## src/hdl/qec_pkg.sv

```systemverilog
package qec_pkg;

  // ----------------------------------------------------------------
  // Register indices (byte address is four times the index)
  // ----------------------------------------------------------------
  localparam logic [11:0] IDX_CTRL = 12'h0122;
  localparam logic [11:0] IDX_FILT = 12'h0124;
  localparam logic [11:0] IDX_POS = 12'h0126;
  localparam logic [11:0] IDX_MAX = 12'h0128;
  localparam int ADDR_W = 14;

  // ----------------------------------------------------------------
  // encoder_control_reg fields
  // ----------------------------------------------------------------
  localparam int CTRL_COUNT_ERROR_FLAG = 15;
  localparam int CTRL_DIR = 11;
  localparam int CTRL_MODE_HI = 10;
  localparam int CTRL_MODE_LO = 8;
  localparam int CTRL_IDXRES = 2;
  localparam int CTRL_DIRSRC = 0;

  // ----------------------------------------------------------------
  // filter_control_reg fields
  // ----------------------------------------------------------------
  localparam int FILT_IMV_HI = 10;
  localparam int FILT_IMV_LO = 9;
  localparam int FILT_COUNT_ERROR_IRQ_DISABLE = 8;
  localparam int FILT_EN = 7;
  localparam int FILT_DIV_HI = 6;
  localparam int FILT_DIV_LO = 4;

  // ----------------------------------------------------------------
  // Modes of mode_select_field
  // ----------------------------------------------------------------
  localparam logic [2:0] MODE_OFF = 3'h0;
  localparam logic [2:0] MODE_TIMER = 3'h1;
  localparam logic [2:0] MODE_X2_IDX = 3'h4;
  localparam logic [2:0] MODE_X2_MAX = 3'h5;
  localparam logic [2:0] MODE_X4_IDX = 3'h6;
  localparam logic [2:0] MODE_X4_MAX = 3'h7;

  // ----------------------------------------------------------------
  // Reset values and constants
  // ----------------------------------------------------------------
  localparam logic [15:0] RST_CTRL = 16'h0000;
  localparam logic [15:0] RST_FILT = 16'h0000;
  localparam logic [15:0] RST_POS = 16'h0000;
  localparam logic [15:0] RST_MAX = 16'hFFFF;
  localparam logic [15:0] ALL_ONES = 16'hFFFF;
  localparam int FILT_STAGES = 3;
  localparam int PRESC_W = 7;

endpackage : qec_pkg

```

## src/hdl/qec_top.sv

```systemverilog
// Decided for this implementation: the APB slave port and the address map.
`timescale 1ns/1ps
// What this block does
// - A leading B decodes forward, A lagging B decodes reverse.
// - In modes 110/100 count reaching 0xFFFF or limit+1 sets error flag and interrupt.
// - count_error_irq_disable at filter bit 8 suppresses the count error interrupt.
// - After an error counting continues; the 16-bit wrap from 0xFFFF to 0 raises no interrupt unless the limit is 0xFFFF.
// - count_error_flag at control bit 15 is read/write, sticky until software clears.
// - index_reset_enable applies only in modes 100/110; index then clears count.
// - With index_reset_enable low the index leaves the count alone.
// - Index reset needs phase states matching index_match_value at filter bits 10:9.
// - In x4 the match upper bit is phase B level, lower bit phase A.
// - In x2 upper bit picks phase (0 A, 1 B), lower bit its level.
// - In index modes the interrupt comes from index detection and count errors, not wrap.
// - Direction drives a pin and reads back at control bit 11.
// - Modes 100/101 count both edges of A only; B gives direction.
// - Modes 110/111 count every edge of A and B.
// - Filter output changes only after three equal filter-clock samples.
// - Filter clock divides the system clock by 2 to the power filter_clock_div at bits 6:4.
// - Filtered inputs used only when filter_enable is 1; filters off after reset.
// - Mode 001 is a 16-bit timer on phase A; limit is the period.
// - Mode switches leave the count unchanged.
// - Timer direction from phase B when source select is 1, else direction_flag.
// - Timer clock is always synchronised to the system clock.
// - Counter, filters, direction and interrupts halt while sleep is asserted; APB accesses still work.
module qec_top (
  input wire logic i_mclk,
  input wire logic i_rst_n,
  input wire logic i_sleep,
  input wire logic i_phase_a_in,
  input wire logic i_phase_b_in,
  input wire logic i_index_in,
  input wire logic i_psel,
  input wire logic i_penable,
  input wire logic i_pwrite,
  input wire logic [31:0] i_paddr,
  input wire logic [31:0] i_pwdata,
  output logic [31:0] o_prdata,
  output logic o_pready,
  output logic o_pslverr,
  output logic o_direction,
  output logic o_irq_pulse
);

  // ----------------------------------------------------------------
  // Helper functions
  // ----------------------------------------------------------------
  // Terminal count of the filter prescaler for a divide field
  function automatic logic [qec_pkg::PRESC_W-1:0] div_limit(input logic [2:0] sel);
    logic [qec_pkg::PRESC_W:0] one;
    one = {{qec_pkg::PRESC_W{1'b0}}, 1'b1} << sel;
    div_limit = one[qec_pkg::PRESC_W-1:0] - {{(qec_pkg::PRESC_W-1){1'b0}}, 1'b1};
  endfunction : div_limit

  // Register index from a byte address
  function automatic logic [11:0] reg_index(input logic [31:0] addr);
    reg_index = addr[13:2];
  endfunction : reg_index

  // ----------------------------------------------------------------
  // Registers
  // ----------------------------------------------------------------
  logic count_error_flag_r;
  logic dir_r;
  logic [2:0] mode_r;
  logic idxres_r;
  logic dirsrc_r;
  logic [1:0] imv_r;
  logic count_error_irq_disable_r;
  logic filt_en_r;
  logic [2:0] fdiv_r;
  logic [15:0] pos_r;
  logic [15:0] max_r;
  logic [2:0] sync1_r;
  logic [2:0] sync2_r;
  logic [2:0] s0_r;
  logic [2:0] s1_r;
  logic [2:0] s2_r;
  logic [2:0] filt_r;
  logic [2:0] prev_r;
  logic [qec_pkg::PRESC_W-1:0] presc_r;
  logic tick_r;
  logic [31:0] prdata_r;
  logic pready_r;
  logic pslverr_r;
  logic irq_r;

  // ----------------------------------------------------------------
  // APB decode
  // ----------------------------------------------------------------
  wire logic [11:0] idx = reg_index(i_paddr);
  wire logic addr_hi_zero = (i_paddr[31:qec_pkg::ADDR_W] == '0) && (i_paddr[1:0] == 2'b00);
  wire logic hit_ctrl = addr_hi_zero && (idx == qec_pkg::IDX_CTRL);
  wire logic hit_filt = addr_hi_zero && (idx == qec_pkg::IDX_FILT);
  wire logic hit_pos = addr_hi_zero && (idx == qec_pkg::IDX_POS);
  wire logic hit_max = addr_hi_zero && (idx == qec_pkg::IDX_MAX);
  wire logic hit_any = hit_ctrl || hit_filt || hit_pos || hit_max;
  wire logic setup = i_psel && !i_penable;
  wire logic wr_acc = i_psel && i_penable && pready_r && i_pwrite && hit_any;
  wire logic wr_ctrl = wr_acc && hit_ctrl;
  wire logic wr_filt = wr_acc && hit_filt;
  wire logic wr_pos = wr_acc && hit_pos;
  wire logic wr_max = wr_acc && hit_max;

  // Read-back words
  wire logic [15:0] ctrl_word = {count_error_flag_r, 3'h0, dir_r, mode_r, 5'h00, idxres_r, 1'b0, dirsrc_r};
  wire logic [15:0] filt_word = {5'h00, imv_r, count_error_irq_disable_r, filt_en_r, fdiv_r, 4'h0};
  wire logic [15:0] rd_word = hit_ctrl ? ctrl_word :
                              hit_filt ? filt_word :
                              hit_pos ? pos_r :
                              hit_max ? max_r : 16'h0000;

  // ----------------------------------------------------------------
  // Mode decode
  // ----------------------------------------------------------------
  wire logic enc_mode = mode_r[2];
  wire logic x4_mode = mode_r[2] && mode_r[1];
  wire logic idx_mode = (mode_r == qec_pkg::MODE_X2_IDX) || (mode_r == qec_pkg::MODE_X4_IDX);
  wire logic timer_mode = (mode_r == qec_pkg::MODE_TIMER);
  wire logic max_mode = (mode_r == qec_pkg::MODE_X2_MAX) || (mode_r == qec_pkg::MODE_X4_MAX) || timer_mode;

  // ----------------------------------------------------------------
  // Input selection and edge detection
  // ----------------------------------------------------------------
  // Filtered or raw synchronised inputs: bit0 A, bit1 B, bit2 index
  wire logic [2:0] sel_in = filt_en_r ? filt_r : sync2_r;
  wire logic pa = sel_in[0];
  wire logic pb = sel_in[1];
  wire logic pix = sel_in[2];
  wire logic a_edge = pa ^ prev_r[0];
  wire logic b_edge = pb ^ prev_r[1];
  wire logic ix_rise = pix && !prev_r[2];

  // Quadrature count pulses and direction
  wire logic cnt_ev = enc_mode && (a_edge || (x4_mode && b_edge));
  wire logic enc_up = a_edge ? (pa ^ pb) : !(pa ^ pb);

  // Index match on phase states
  wire logic match_x4 = (pb == imv_r[1]) && (pa == imv_r[0]);
  wire logic match_x2 = (imv_r[1] ? pb : pa) == imv_r[0];
  wire logic idx_match = x4_mode ? match_x4 : match_x2;
  wire logic idx_hit = idx_mode && ix_rise && idx_match;
  wire logic idx_clear = idx_hit && idxres_r;

  // Timer counts rising edges of the synchronised phase A
  wire logic tmr_tick = timer_mode && pa && !prev_r[0];
  wire logic tmr_up = dirsrc_r ? pb : dir_r;

  // Common step logic
  wire logic step = cnt_ev || tmr_tick;
  wire logic step_up = enc_mode ? enc_up : tmr_up;
  wire logic [15:0] pos_inc = pos_r + 16'h0001;
  wire logic [15:0] pos_dec = pos_r - 16'h0001;
  wire logic [15:0] max_p1 = max_r + 16'h0001;
  wire logic at_lim = step_up ? (pos_r == max_r) : (pos_r == 16'h0000);
  wire logic wrap_hit = step && max_mode && at_lim;
  wire logic [15:0] pos_step = wrap_hit ? (step_up ? 16'h0000 : max_r) : (step_up ? pos_inc : pos_dec);

  // Count error check in index modes only
  wire logic err_hit = step && idx_mode && !idx_clear &&
                       (step_up ? (pos_step == max_p1) : (pos_step == qec_pkg::ALL_ONES));

  // Next position: software write, sleep hold, index clear, step
  wire logic [15:0] pos_nxt = wr_pos ? i_pwdata[15:0] :
                              i_sleep ? pos_r :
                              idx_clear ? 16'h0000 :
                              step ? pos_step : pos_r;

  // Interrupt events: wrap in max modes, index in index modes, errors
  wire logic irq_nxt = !i_sleep && (wrap_hit || idx_hit || (err_hit && !count_error_irq_disable_r));

  // Error flag: hardware set wins over software clear
  wire logic count_error_flag_nxt = (!i_sleep && err_hit) || (wr_ctrl ? i_pwdata[qec_pkg::CTRL_COUNT_ERROR_FLAG] : count_error_flag_r);

  // Direction: decoded in encoder modes, written by software otherwise
  wire logic dir_nxt = i_sleep ? dir_r :
                       cnt_ev ? enc_up :
                       (wr_ctrl && !enc_mode) ? i_pwdata[qec_pkg::CTRL_DIR] : dir_r;

  // Filter sampling and three-sample agreement
  wire logic [2:0] stable = ~(s0_r ^ s1_r) & ~(s1_r ^ s2_r);
  wire logic [2:0] filt_nxt = (stable & s0_r) | (~stable & filt_r);
  wire logic tick_nxt = !i_sleep && (presc_r == div_limit(fdiv_r));
  wire logic [qec_pkg::PRESC_W-1:0] presc_nxt = (i_sleep) ? presc_r :
                                                 (tick_nxt ? '0 : presc_r + {{(qec_pkg::PRESC_W-1){1'b0}}, 1'b1});

  // ----------------------------------------------------------------
  // Synchronisers
  // ----------------------------------------------------------------
  // Two flops before any logic reads the pins
  always_ff @(posedge i_mclk) begin
    if (!i_rst_n) begin
      sync1_r <= 3'h0;
      sync2_r <= 3'h0;
    end else begin
      sync1_r <= {i_index_in, i_phase_b_in, i_phase_a_in};
      sync2_r <= sync1_r;
    end
  end

  // ----------------------------------------------------------------
  // Noise filters
  // ----------------------------------------------------------------
  // Prescaler and tick
  always_ff @(posedge i_mclk) begin
    if (!i_rst_n) begin
      presc_r <= '0;
      tick_r <= 1'b0;
    end else begin
      presc_r <= presc_nxt;
      tick_r <= tick_nxt;
    end
  end

  // Sample shift and filtered output
  always_ff @(posedge i_mclk) begin
    if (!i_rst_n) begin
      s0_r <= 3'h0;
      s1_r <= 3'h0;
      s2_r <= 3'h0;
      filt_r <= 3'h0;
    end else if (tick_r && !i_sleep) begin
      s0_r <= sync2_r;
      s1_r <= s0_r;
      s2_r <= s1_r;
      filt_r <= filt_nxt;
    end
  end

  // Previous selected input levels
  always_ff @(posedge i_mclk) begin
    if (!i_rst_n) begin
      prev_r <= 3'h0;
    end else if (!i_sleep) begin
      prev_r <= sel_in;
    end
  end

  // ----------------------------------------------------------------
  // Control registers
  // ----------------------------------------------------------------
  // Control fields written by software
  always_ff @(posedge i_mclk) begin
    if (!i_rst_n) begin
      mode_r <= qec_pkg::RST_CTRL[qec_pkg::CTRL_MODE_HI:qec_pkg::CTRL_MODE_LO];
      idxres_r <= qec_pkg::RST_CTRL[qec_pkg::CTRL_IDXRES];
      dirsrc_r <= qec_pkg::RST_CTRL[qec_pkg::CTRL_DIRSRC];
    end else if (wr_ctrl) begin
      mode_r <= i_pwdata[qec_pkg::CTRL_MODE_HI:qec_pkg::CTRL_MODE_LO];
      idxres_r <= i_pwdata[qec_pkg::CTRL_IDXRES];
      dirsrc_r <= i_pwdata[qec_pkg::CTRL_DIRSRC];
    end
  end

  // Filter control fields; filter disabled after reset
  always_ff @(posedge i_mclk) begin
    if (!i_rst_n) begin
      imv_r <= qec_pkg::RST_FILT[qec_pkg::FILT_IMV_HI:qec_pkg::FILT_IMV_LO];
      count_error_irq_disable_r <= qec_pkg::RST_FILT[qec_pkg::FILT_COUNT_ERROR_IRQ_DISABLE];
      filt_en_r <= qec_pkg::RST_FILT[qec_pkg::FILT_EN];
      fdiv_r <= qec_pkg::RST_FILT[qec_pkg::FILT_DIV_HI:qec_pkg::FILT_DIV_LO];
    end else if (wr_filt) begin
      imv_r <= i_pwdata[qec_pkg::FILT_IMV_HI:qec_pkg::FILT_IMV_LO];
      count_error_irq_disable_r <= i_pwdata[qec_pkg::FILT_COUNT_ERROR_IRQ_DISABLE];
      filt_en_r <= i_pwdata[qec_pkg::FILT_EN];
      fdiv_r <= i_pwdata[qec_pkg::FILT_DIV_HI:qec_pkg::FILT_DIV_LO];
    end
  end

  // Count limit
  always_ff @(posedge i_mclk) begin
    if (!i_rst_n) begin
      max_r <= qec_pkg::RST_MAX;
    end else if (wr_max) begin
      max_r <= i_pwdata[15:0];
    end
  end

  // ----------------------------------------------------------------
  // Counter, flags and outputs
  // ----------------------------------------------------------------
  always_ff @(posedge i_mclk) begin
    if (!i_rst_n) begin
      pos_r <= qec_pkg::RST_POS;
      count_error_flag_r <= qec_pkg::RST_CTRL[qec_pkg::CTRL_COUNT_ERROR_FLAG];
      dir_r <= qec_pkg::RST_CTRL[qec_pkg::CTRL_DIR];
      irq_r <= 1'b0;
    end else begin
      pos_r <= pos_nxt;
      count_error_flag_r <= count_error_flag_nxt;
      dir_r <= dir_nxt;
      irq_r <= irq_nxt;
    end
  end

  // APB answer: ready in the first access cycle
  always_ff @(posedge i_mclk) begin
    if (!i_rst_n) begin
      pready_r <= 1'b0;
      pslverr_r <= 1'b0;
      prdata_r <= 32'h0000_0000;
    end else begin
      pready_r <= setup;
      pslverr_r <= setup && !hit_any;
      prdata_r <= (setup && !i_pwrite) ? {16'h0000, rd_word} : 32'h0000_0000;
    end
  end

  assign o_prdata = prdata_r;
  assign o_pready = pready_r;
  assign o_pslverr = pslverr_r;
  assign o_direction = dir_r;
  assign o_irq_pulse = irq_r;
endmodule : qec_top
```

## config.mk

```make
export PLATFORM = sky130hd
export DESIGN_NAME = qec_top
export DESIGN_NICKNAME = d
export VERILOG_FILES = /design/src/hdl/qec_pkg.sv /design/src/hdl/qec_top.sv
export SDC_FILE = /design/constraint.sdc
export NUM_CORES = 1
export LEC_CHECK = 0
export BUFFER_PORTS_ARGS = -buffer_cell sky130_fd_sc_hd__buf_4
export CAP_MARGIN = 15
export CORE_ASPECT_RATIO = 1.4
export CORE_MARGIN = 2
export CORE_UTILIZATION = 50
export DETAILED_ROUTE_END_ITERATION = 8
export GPL_TIMING_DRIVEN = 0
export PLACE_DENSITY = 0.73
export SLEW_MARGIN = 20
export SYNTH_ARGS = -nofsm -noshare
export SYNTH_HDL_FRONTEND = slang
export SYNTH_SLANG_ARGS = --single-unit
```

## constraint.sdc

```tcl
create_clock -name i_mclk -period 4.82 [get_ports i_mclk]
set_clock_uncertainty 0.05 [all_clocks]
set_input_delay 0 -clock i_mclk [delete_from_list [all_inputs] [get_ports i_mclk]]
set_output_delay 0 -clock i_mclk [all_outputs]
set_load 0.02 [all_outputs]
```

Word level (Yosys, flattened, before mapping) --
Cells that the tools add are included.
Cells by class: $add $sub $neg 5, equality and inequality tests 17, shift-type cells 1, muxes and demuxes 23, bitwise gates (word level) 15, reduce and logical (&&, ||, !) cells 68
Operators by type and width (count):
- 2-to-1 mux 16 bit | 11
- == test 12 x 9 -> 1 bit, second input constant | 4
- logical AND 1 bit | 37
- adder 16 x 1 -> 16 bit, second input constant | 2
- == test 16 bit | 2
- zero test 18 bit | 1
- == test 16 bit, second input constant | 1
- zero test 16 bit | 1
- subtractor 16 x 1 -> 16 bit, second input constant | 1
- == test 3 bit, second input constant | 4
- logical OR 1 bit | 11
- zero test 1 bit | 10
- 2-to-1 mux 1 bit | 10
- bitwise AND 3 bit | 3
- NOT 3 bit | 3
- adder 7 x 1 -> 7 bit, second input constant | 1
- == test 7 bit | 1
- 2-to-1 mux 7 bit | 1
- left shift 1 x 3 -> 7 bit, first input constant | 1
- subtractor 7 x 1 -> 7 bit, second input constant | 1
- AND reduction 2 bit | 3
- bitwise XOR 3 bit | 2
- OR reduction 4 bit | 1
- == test 1 bit | 3
- 10 further kinds | 14
Storage, ports and cells: bits in registers 110, input port bits 73, output and inout bits 36, word-level logic and storage cells 156

Depth between registers and ports, before layout --
Gate-level depths: netlist of the first run.
word-level depth 15, mapped depth 18, depth with buffers taken out 15

Worst setup path after synthesis of the first run --
No wires, ideal clock.
path type register to register, start point register filt_en_r, end point register irq_r (netlist: o_irq_pulse), setup time 0.096 ns, arrival 4.598 ns, required time 4.674 ns, setup slack 0.076 ns, cell stages (with the launch flop) 19, buffers on the path 3, period minus slack after synthesis 4.744 ns, cell sequence dfxtp_1 buf_6 mux2i_4 a211oi_1 or2_4 inv_2 clkbuf_1 buf_2 ha_1 a211oi_1 o211ai_1 a21boi_1 nor2_1 a2111oi_1 xnor2_1 nor2_1 nor4_1 o2111ai_1 o41ai_2
On the way: cells in the longest elaborated chain, start to end 15, elaborated cells between the ends (all ways) 41, classes of those cells 5 x eq/ne; 11 x mux; 3 x bitwise; 22 x reduce/logical
Ends and longest elaborated chain:
- start, declared | line qec_top.sv:70 | logic filt_en_r;
- start signal, assigned | line qec_top.sv:260 | filt_en_r <= qec_pkg::RST_FILT[qec_pkg::FILT_EN];
- start signal, assigned | line qec_top.sv:265 | filt_en_r <= i_pwdata[qec_pkg::FILT_EN];
- 2-to-1 mux 3 bit (*) | line qec_top.sv:126 | wire logic [2:0] sel_in = filt_en_r ? filt_r : sync2_r;
- parallel branches: the longest is 12 deep, another holds 2-to-1 mux 16 bit
- logical OR 1 bit (*) | line qec_top.sv:170 | wire logic irq_nxt = !i_sleep && (wrap_hit || idx_hit || (err_hit && !count_error_irq_disable_r));
- logical AND 1 bit (*) | line qec_top.sv:170
- end signal, assigned | line qec_top.sv:292 | irq_r <= irq_nxt;
- end, declared | line qec_top.sv:86 | logic irq_r;
Every way passes the cells marked *. A chain may end at the register's enable or synchronous reset.

Worst setup path after layout of the first run --
Ends and elaborated chain as after synthesis.

==> metrics.yaml, run 1 <==
cts:
  tritoncts: "yes"
  root_buffer: "clkbuf_16"
  cts.clk_slew.worst_paths_ns: 0.07
  cts_max_level: 3
  numClockSinks: 94
  cts-buffers-inserted: 9
  clk_path_buf_depth: 2
  clock_latency_ns: 0.35
floorplan:
  fp.dieW_um: 99.3
  die-area_mm2: 0.0136
  die_h_um: 137
  floorplan.initialDensity_pct: 51.4
  rows: 48
  ios: 109
  design.core.area_mm2: 0.0124
final_layout:
  diodes: 0
  fill_cells: 1124
  drive_above_1_share_pct: 15.4
  area_growth_pct: 22.7
  postLayoutCoreUtil_pct: 63.0
  nets: 1030
  stdcell_count: 1092
  multiInputGateArea_mm2: 0.00418
  seqCellArea_mm2: 0.00188
yosys:
  synth-compound-area-share_pct: 23.8
  synth_ff_type: "dfxtp_1"
  synthesis.area_mm2: 0.00636
  yosysWarnings: 0
  async_reset_ff_share_pct: 0
  post_synth_and_or_nand_nor_area_fraction_pct: 25.9
  muxShareOfSynthArea_pct: 3.25
  syn_inst: 810
  synth.avg_cell_area_um2: 7.85
  synthAdderAreaFrac_pct: 4.06
  synth-edff-count: 0
  synth_top_family_by_area: "simple AND/OR/NAND/NOR gates"
  synth-xor-area-share_pct: 6.89
  ys_types: 82
  synth-seq-cells: 94
  yosysSeqAreaShare_pct: 29.6
sta:
  holdWs_ns: 0.116
  tightest_slew_ns: 0.916
  slew-limit-headroom_pct: 39.0
  grt_setup_unrepaired: "no"
  setup_viol: 0
  fmax_mhz: 213
  min_period_ns: 4.70
  setup_tns_ns: 0
  finalCritPeriodShare_pct: 97.5
  finalHoldViolCount: 0
  slew_violations: 0
job:
  drv_cap: 0
place:
  port_buffers: 75
  dp.cells: 1050
  place_congestion: 1.01
  dpl.hpwl_um: 15900
global_route:
  grt_overflow: 0
  first_global_vias: 6262
  grt_util_all_layers_pct: 30.9
  grt_max_degree: 28
  antenna_found_initial: 0
  grt_pass1_wl_um: 33000
drt:
  drc: 0
  met1_length_um: 7770
  ant_nets: 0
  vias: 6739
  firstDrtPassIters: 6
  via_per_inst: 6.17
  dr_wl_met2_um: 10600
  routedWlPerCell_um: 19.5
  drtIter0Drc: 578
  top_layer_used: "met4"
  drt_wl_total_um: 21300
  wl_met3_um: 1520
power_and_ir_drop:
  p_leak_nw: 3.30
  powerDensity_mw_per_mm2: 212
  power.total_mw: 1.66
  peakVddDrop_mv: 0.176
worst_setup_path:
  arrival_ns: 4.88
  cp.required_ns: 5.00
  crit_fanout: 27
  worstSetupPathType: "reg2reg"
  startpoint_type: "register"
  end_kind: "register"
  r2r_setup_slack_ns: 0.12
hold_path:
  hold_path.class: "in2reg"
status:
  status: "completed"
==> area by class of cell <==
cell class	count	area share [%]
Clock buffer	9	2.89
Inverter	14	0.706
Timing Repair Buffer	102	10.6
Tap cell	150	2.41
Buffer	71	4.62
Clock inverter	7	1.09
Multi-Input combinational cell	645	53.6
Sequential cell	94	24.1
==> critical path: stages, from the launching register on <==
cell       delay, ns
dfxtp_1         0.33
buf_6           0.14
mux2i_4         0.37
mux2i_4         0.34
or2_4           0.20
inv_4           0.08
buf_8           0.18
ha_1            0.39
o211ai_1        0.14
o211ai_1        0.34
a21boi_2        0.13
buf_4           0.17
a211o_1         0.28
and4b_1         0.21
a31o_1          0.24
a2111oi_4       0.40
o2111ai_1       0.25
o41ai_2         0.32
==> state kept, by name, summed over array words and instances (netlist names), 2 cells and up, named ones only <==
name,flops
fdiv_r,3
imv_r,2
max_r,16
mode_r,3
o_prdata,16
pos_r,16
presc_r,7
prev_r,3
s0_r,3
s1_r,3
s2_r,3
sync1_r,3
sync2_r,3
==> final timing paths <==
path / startpoint / end / depth (start not counted)
setup / recovery: filt_en_r / o_irq_pulse / 17
hold / removal: i_sleep / o_irq_pulse / 4
setup reg to reg: filt_en_r / o_irq_pulse / 17
hold reg to reg: sync1_r[0] / sync2_r[0] / 1
==> repair_timing <==
action | 4_1_cts | 5_1_grt
setup buffers | 3 | 0
hold endpoints to repair | 50 | 0
resized for setup | 8 | 9
pin swaps | 1 | 3
hold buffers | 24 | 0
endpoints found under the setup margin | 5 | 2
==> placed cells by master (no fill, tap or decap), types with 18 or more instances in the layout <==
cell type,count
ha_1,18
clkbuf_1,50
nand2_1,123
a21boi_0,21
buf_4,94
nand3_1,37
nor2_1,48
a21oi_1,41
dlygate4sd3_1,24
dfxtp_1,94
o21ai_0,37
xor2_1,34
==> Yosys cell counts (7+ instances only) <==
library cell | n | area (µm²)
a21boi_0 | 21 | 158
a21oi_1 | 43 | 215
a222oi_1 | 12 | 120
a22oi_1 | 15 | 113
and2_1 | 12 | 75.1
and3_1 | 14 | 87.6
buf_4 | 16 | 120
clkbuf_1 | 51 | 191
dfxtp_1 | 94 | 1880
ha_1 | 19 | 238
inv_1 | 13 | 48.8
mux2i_1 | 11 | 110
nand2_1 | 123 | 462
nand2b_1 | 7 | 43.8
nand3_1 | 37 | 185
nand4_1 | 13 | 81.3
nor2_1 | 48 | 180
nor2b_1 | 13 | 81.3
nor3_1 | 15 | 75.1
nor4_1 | 16 | 100
o211a_1 | 7 | 70.1
o211ai_1 | 7 | 52.6
o21ai_0 | 38 | 190
o31ai_1 | 7 | 52.6
xnor2_1 | 16 | 140
xor2_1 | 34 | 298
==> metal layers <==
layer	up-vias	track usage, %
met5	-	0
met4	0	19.6
met1	3143	35.0
met3	93	4.01
met2	339	54.6
li1	3164	-
==> stage by stage <==
step	instance area [µm²]	setup slack [ns]
global placement	7160	-1.03
global route	7800	0.0124
floorplan	6410	0.0763
detailed placement	7160	-1.04
finish	7800	0.123
CTS	7760	0.00324
==> cell families (layout without fill, tap and decap cells) <==
logic type / after synthesis / count (layout)
and+or+nand+nor: 331 / 331
AOI/OAI and AO/OA: 210 / 210
DFF: 94 / 94
buffers and inverters: 86 / 203
xor gates and xnor gates: 50 / 50
adders and majority gates: 20 / 20
muxes: 18 / 18
other: 1 / 16
==> power breakdown <==
group | total, mW | switching [mW] | internal, mW
sequential | 0.786 | 0.00412 | 0.781
clock | 0.743 | 0.330 | 0.413
combinational | 0.129 | 0.0606 | 0.0680
total | 1.66 | 0.394 | 1.26
(Power assumes the default switching activity.)
==> run 2: changes to the inputs <==
- CORE_UTILIZATION: 50 -> 60
- PLACE_DENSITY: 0.73 -> 0.84
- clock period: 4.82 -> 5.9 ns (I/O delays scaled with it)
==> metrics.yaml, run 2 (synthesized netlist as in run 1, its figures left out) <==
status:
  status: "completed"  # unchanged
drt:
  vias: 6925  # was 6739
  via_per_inst: 6.42  # was 6.17
  drt_wl_total_um: 22600  # was 21300 µm
  drc: 0  # unchanged
  drtIter0Drc: 951  # was 578
  firstDrtPassIters: 6  # unchanged
  ant_nets: 0  # unchanged
  routedWlPerCell_um: 20.9  # was 19.5 µm
final_layout:
  layout_commonest_cell: "nand2_1"  # unchanged
  nets: 1029  # was 1030
  stdcell_count: 1079  # was 1092
  postLayoutCoreUtil_pct: 74.7  # was 63.0%
  multiInputGateArea_mm2: 0.00413  # was 0.00418 mm²
  final_cell_mix: "nand2_1 (123), dfxtp_1 (94), buf_4 (92)"  # was nand2_1 (123), dfxtp_1 (94), buf_4 (94)
  seqCellArea_mm2: 0.00188  # unchanged
  finalInstanceArea_mm2: 0.00773  # was 0.00780 mm²
  area_growth_pct: 21.6  # was 22.7%
  diodes: 0  # unchanged
  fill_cells: 808  # was 1124
  drive_above_1_share_pct: 14.2  # was 15.4%
global_route:
  grt_util_all_layers_pct: 38.7  # was 30.9%
  antenna_found_initial: 0  # unchanged
  grt_pass1_wl_um: 35000  # was 33000 µm
  grt_overflow: 0  # unchanged
  first_global_vias: 6819  # was 6262
  grt_max_degree: 28  # unchanged
sta:
  slew_violations: 0  # unchanged
  min_period_ns: 5.64  # was 4.70 ns
  fmax_mhz: 177  # was 213 MHz
  finalHoldViolCount: 0  # unchanged
  grt_setup_unrepaired: "no"  # unchanged
  setup_viol: 0  # unchanged
  tightest_slew_ns: 0.950  # was 0.916 ns
  setup_tns_ns: 0  # unchanged
  slew-limit-headroom_pct: 36.7  # was 39.0%
  finalCritPeriodShare_pct: 95.6  # was 97.5%
cts:
  cts_max_level: 3  # unchanged
  cts-buffers-inserted: 9  # unchanged
  clk_path_buf_depth: 2  # unchanged
  numClockSinks: 94  # unchanged
  root_buffer: "clkbuf_16"  # unchanged
  tritoncts: "yes"  # unchanged
  cts.clk_slew.worst_paths_ns: 0.07  # about the same
  clock_latency_ns: 0.35  # about the same
power_and_ir_drop:
  p_leak_nw: 3.29  # was 3.30 nW
  powerDensity_mw_per_mm2: 175  # was 212 mW/mm²
  peakVddDrop_mv: 0.148  # was 0.176 mV
floorplan:
  floorplan.initialDensity_pct: 61.4  # was 51.4%
  fp.dieW_um: 91.0  # was 99.3 µm
  die-area_mm2: 0.0114  # was 0.0136 mm²
  ios: 109  # unchanged
  die_h_um: 126  # was 137 µm
  design.core.area_mm2: 0.0103  # was 0.0124 mm²
  rows: 44  # was 48
worst_setup_path:
  startpoint_type: "register"  # unchanged
  cp.required_ns: 6.10  # was 5.00 ns
  ff2ff_path_depth: 18  # was 17
  end_kind: "register"  # unchanged
  crit_fanout: 27  # unchanged
  worstSetupPathType: "reg2reg"  # unchanged
  arrival_ns: 5.84  # was 4.88 ns
place:
  port_buffers: 75  # unchanged
  dpl.hpwl_um: 16800  # was 15900 µm
  place_congestion: 1.03  # was 1.01
  dp.cells: 1038  # was 1050
  postPlaceCellArea_mm2: 0.00715  # was 0.00716 mm²
job:
  drv_cap: 0  # unchanged
hold_path:
  whs_path_depth: 4  # unchanged
  hold_path.class: "in2reg"  # unchanged
[run 2: worst paths after layout]
| check | from | to | slack, ns |
|---|---|---|---|
| max | filt_en_r | o_irq_pulse | 0.26 |
| min | i_sleep | o_irq_pulse | 0.11 |
| max reg2reg | filt_en_r | o_irq_pulse | 0.26 |
| min reg2reg | sync1_r[0] | sync2_r[0] | 0.39 |
[run 2: final cells by class]
| class | count | area share [%] |
|---|---|---|
| timing repair buffer | 100 | 10.5 |
| multi-input combinational | 645 | 53.5 |
| buffer | 72 | 4.61 |
| tap | 138 | 2.23 |
| sequential | 94 | 24.3 |
| inverter | 14 | 0.680 |
| clock buffer | 11 | 3.27 |
| clock inverter | 5 | 0.842 |
[run 2: power breakdown]
part           internal (mW)  switching [mW]
Sequential             0.639         0.00387
Clock                  0.355           0.252
Combinational         0.0551          0.0512
[run 2: repair_timing]
action,CTS,global route
hold buffers,25,0
hold endpoints to repair,50,0
gates resized for setup,1,3
endpoints found under the setup margin,1,2
setup buffers,0,0
[run 2: layer usage]
layer,GRT usage [%],share of wire (%)
met5,0,0
met4,29.2,8.2
met3,5.14,7.2
met2,69.2,51
met1,40.7,34
[run 2: worst max-delay path, cell delays in order, from the launching register on]
cell and delay (ns):
dfxtp_1 0.33, buf_6 0.14, mux2i_4 0.39, mux2i_1 0.25
or2_4 0.31, inv_2 0.09, clkbuf_1 0.39, buf_4 0.41
ha_1 0.35, a21oi_1 0.33, o211ai_1 0.28, a21boi_2 0.35
nor2_1 0.13, a211o_1 0.31, and4b_1 0.21, a31o_1 0.22
a2111oi_4 0.37, o2111ai_1 0.25, o41ai_2 0.37
[run 2: metrics by stage]
step	setup WS, ns	hold slack [ns]	total power, mW
2_1_floorplan	1.16	0.0740	0.701
3_3_place_gp	0.0555	0.157	0.744
3_5_place_dp	-0.0157	0.168	0.747
4_1_cts	0.149	0.0623	1.35
5_1_grt	0.0599	0.0903	1.39
6_report	0.257	0.109	1.36
==> run 3: changes to the inputs <==
- CAP_MARGIN: 15 -> 30
- CORE_UTILIZATION: 60 -> 57
- PLACE_DENSITY: 0.84 -> 0.8
- clock period: 5.9 -> 6.4 ns (I/O delays scaled with it)
==> metrics.yaml, run 3 (synthesized netlist as in run 1, its figures left out) <==
cts:
  cts.clk_slew.worst_paths_ns: 0.07  # about the same
  cts_max_level: 3  # unchanged
  root_buffer: "clkbuf_16"  # unchanged
  tritoncts: "yes"  # unchanged
  cts-buffers-inserted: 9  # unchanged
  clock_latency_ns: 0.35  # about the same
  clk_path_buf_depth: 2  # unchanged
  cts_setup_buffers: 0  # unchanged
  numClockSinks: 94  # unchanged
global_route:
  grt_pass1_wl_um: 35200  # was 35000 µm
  grt_overflow: 0  # unchanged
  grt_util_all_layers_pct: 38.2  # was 38.7%
  antenna_found_initial: 0  # unchanged
  grt_max_degree: 28  # unchanged
  first_global_vias: 6744  # was 6819
sta:
  tightest_slew_ns: 0.865  # was 0.950 ns
  slew_violations: 0  # unchanged
  grt_setup_unrepaired: "no"  # unchanged
  setup_tns_ns: 0  # unchanged
  slew-limit-headroom_pct: 40.8  # was 36.7%
  finalHoldViolCount: 0  # unchanged
  setup_slack_ns: 0.509  # was 0.257 ns
  min_period_ns: 5.89  # was 5.64 ns
  fmax_mhz: 170  # was 177 MHz
  setup_viol: 0  # unchanged
  finalCritPeriodShare_pct: 92.0  # was 95.6%
power_and_ir_drop:
  p_leak_nw: 3.29  # about the same
  powerDensity_mw_per_mm2: 162  # was 175 mW/mm²
  peakVddDrop_mv: 0.141  # was 0.148 mV
hold_path:
  hold_path.class: "in2reg"  # unchanged
  hold_start: "i_paddr[2]"  # was i_sleep
  min_to: "o_pslverr"  # was o_irq_pulse
  whs_path_depth: 5  # was 4
place:
  postPlaceCellArea_mm2: 0.00715  # about the same
  post-place-ws_ns: 0.460  # was -0.0157 ns
  dpl.hpwl_um: 17200  # was 16800 µm
  port_buffers: 75  # unchanged
  dp.cells: 1041  # was 1038
  place_congestion: 1.00  # was 1.03
floorplan:
  ios: 109  # unchanged
  design.core.area_mm2: 0.0109  # was 0.0103 mm²
  rows: 45  # was 44
  die-area_mm2: 0.0120  # was 0.0114 mm²
  die_h_um: 129  # was 126 µm
  fp.dieW_um: 93.2  # was 91.0 µm
  floorplan.initialDensity_pct: 58.5  # was 61.4%
final_layout:
  postLayoutCoreUtil_pct: 71.0  # was 74.7%
  final_cell_mix: "nand2_1 (123), dfxtp_1 (94), buf_4 (92)"  # unchanged
  multiInputGateArea_mm2: 0.00412  # was 0.00413 mm²
  fill_cells: 867  # was 808
  stdcell_count: 1082  # was 1079
  diodes: 0  # unchanged
  area_growth_pct: 21.4  # was 21.6%
  layout_commonest_cell: "nand2_1"  # unchanged
  seqCellArea_mm2: 0.00188  # unchanged
  drive_above_1_share_pct: 14.1  # was 14.2%
  finalInstanceArea_mm2: 0.00771  # was 0.00773 mm²
  nets: 1029  # unchanged
drt:
  drc: 0  # unchanged
  firstDrtPassIters: 6  # unchanged
  ant_nets: 0  # unchanged
  routedWlPerCell_um: 21.2  # was 20.9 µm
  drtIter0Drc: 718  # was 951
  vias: 6828  # was 6925
  drt_wl_total_um: 23000  # was 22600 µm
  via_per_inst: 6.31  # was 6.42
worst_setup_path:
  arrival_ns: 6.09  # was 5.84 ns
  cp_slowest_cell: "a2111oi_1"  # was buf_4
  startpoint_type: "register"  # unchanged
  ff2ff_path_depth: 18  # unchanged
  crit_fanout: 27  # unchanged
  cp_num_buf_inv: 4  # unchanged
  path_delay_family: "compound AO/OA/AOI/OAI gates"  # unchanged
  rr_startpoint: "filt_en_r"  # unchanged
  worstSetupPathType: "reg2reg"  # unchanged
  crit_chain: "buf_6 > mux2i_4 > a211oi_1 > or2_4 > inv_2 > clkbuf_1 > clkbuf_4 > ha_1 > a211oi_1 > o211ai_1 > a21boi_1 > nor2_1 > a2111oi_1 > xnor2_1 > nor2_1 > nor4_1 > o2111ai_1 > o41ai_2"  # was buf_6 > mux2i_4 > mux2i_1 > or2_4 > inv_2 > clkbuf_1 > buf_4 > ha_1 > a21oi_1 > o211ai_1 > a21boi_2 > nor2_1 > a211o_1 > and4b_1 > a31o_1 > a2111oi_4 > o2111ai_1 > o41ai_2
  end_kind: "register"  # unchanged
  cp.required_ns: 6.60  # was 6.10 ns
  regToRegEndpoint: "o_irq_pulse"  # unchanged
  r2r_setup_slack_ns: 0.51  # was 0.26 ns
  cpPeakStageDelay_ns: 0.72  # was 0.41 ns
job:
  drv_cap: 0  # unchanged
status:
  status: "completed"  # unchanged
==> run 3: cell type report <==
cell class / count / share of cell area, %
Inverter: 14 / 0.681
Timing Repair Buffer: 100 / 10.5
Buffer: 72 / 4.62
Clock buffer: 9 / 2.92
Sequential cell: 94 / 24.4
Tap cell: 141 / 2.29
Multi-Input combinational cell: 645 / 53.5
Clock inverter: 7 / 1.14
==> run 3: what timing repair did <==
action / CTS / global route
endpoints found under the setup margin: 0 / 2
endpoints found under the hold margin: 49 / 0
hold buffers: 24 / 0
resized for setup: 0 / 1
==> run 3: report_power, final <==
part           internal (mW)  switching [mW]
combinational         0.0509          0.0476
sequential             0.589         0.00348
clock                  0.313           0.250
==> run 3: routing by layer <==
metal / wire (µm) / global-route usage [%]
met1: 7830 / 39.8
met2: 11800 / 68.8
met3: 1610 / 5.62
met4: 1760 / 27.9
met5: 0 / 0
==> run 3: worst max path at each step <==
stage	cells after the start	startpoint	endpoint	slack (ns)
final	18	filt_en_r	o_irq_pulse	0.51
after floorplan	18	filt_en_r	o_irq_pulse	1.66
after global routing	18	filt_en_r	o_irq_pulse	0.03
after CTS	18	filt_en_r	o_irq_pulse	0.45
after detailed placement	18	filt_en_r	o_irq_pulse	0.46
after global placement	18	filt_en_r	o_irq_pulse	0.59
==> run 3: through the flow <==
stage          hold WS [ns]  power (mW)
2_1_floorplan        0.0740       0.646
3_3_place_gp          0.158       0.687
3_5_place_dp          0.161       0.689
4_1_cts             0.00716        1.25
5_1_grt              0.0595        1.28
6_report            0.00655        1.25
==> run 3: worst register-to-register path: cells and delay by family, from the launching register on <==
kind / cells / cell delay, ns
adder cells (fa/ha/maj): 1 / 0.30
buffers and inverters: 4 / 1.09
multiplexers: 1 / 0.39
AND/OR/NAND/NOR: 4 / 0.84
AO/OA/AOI/OAI: 7 / 2.62
XOR/XNOR: 1 / 0.20
flip-flops: 1 / 0.33
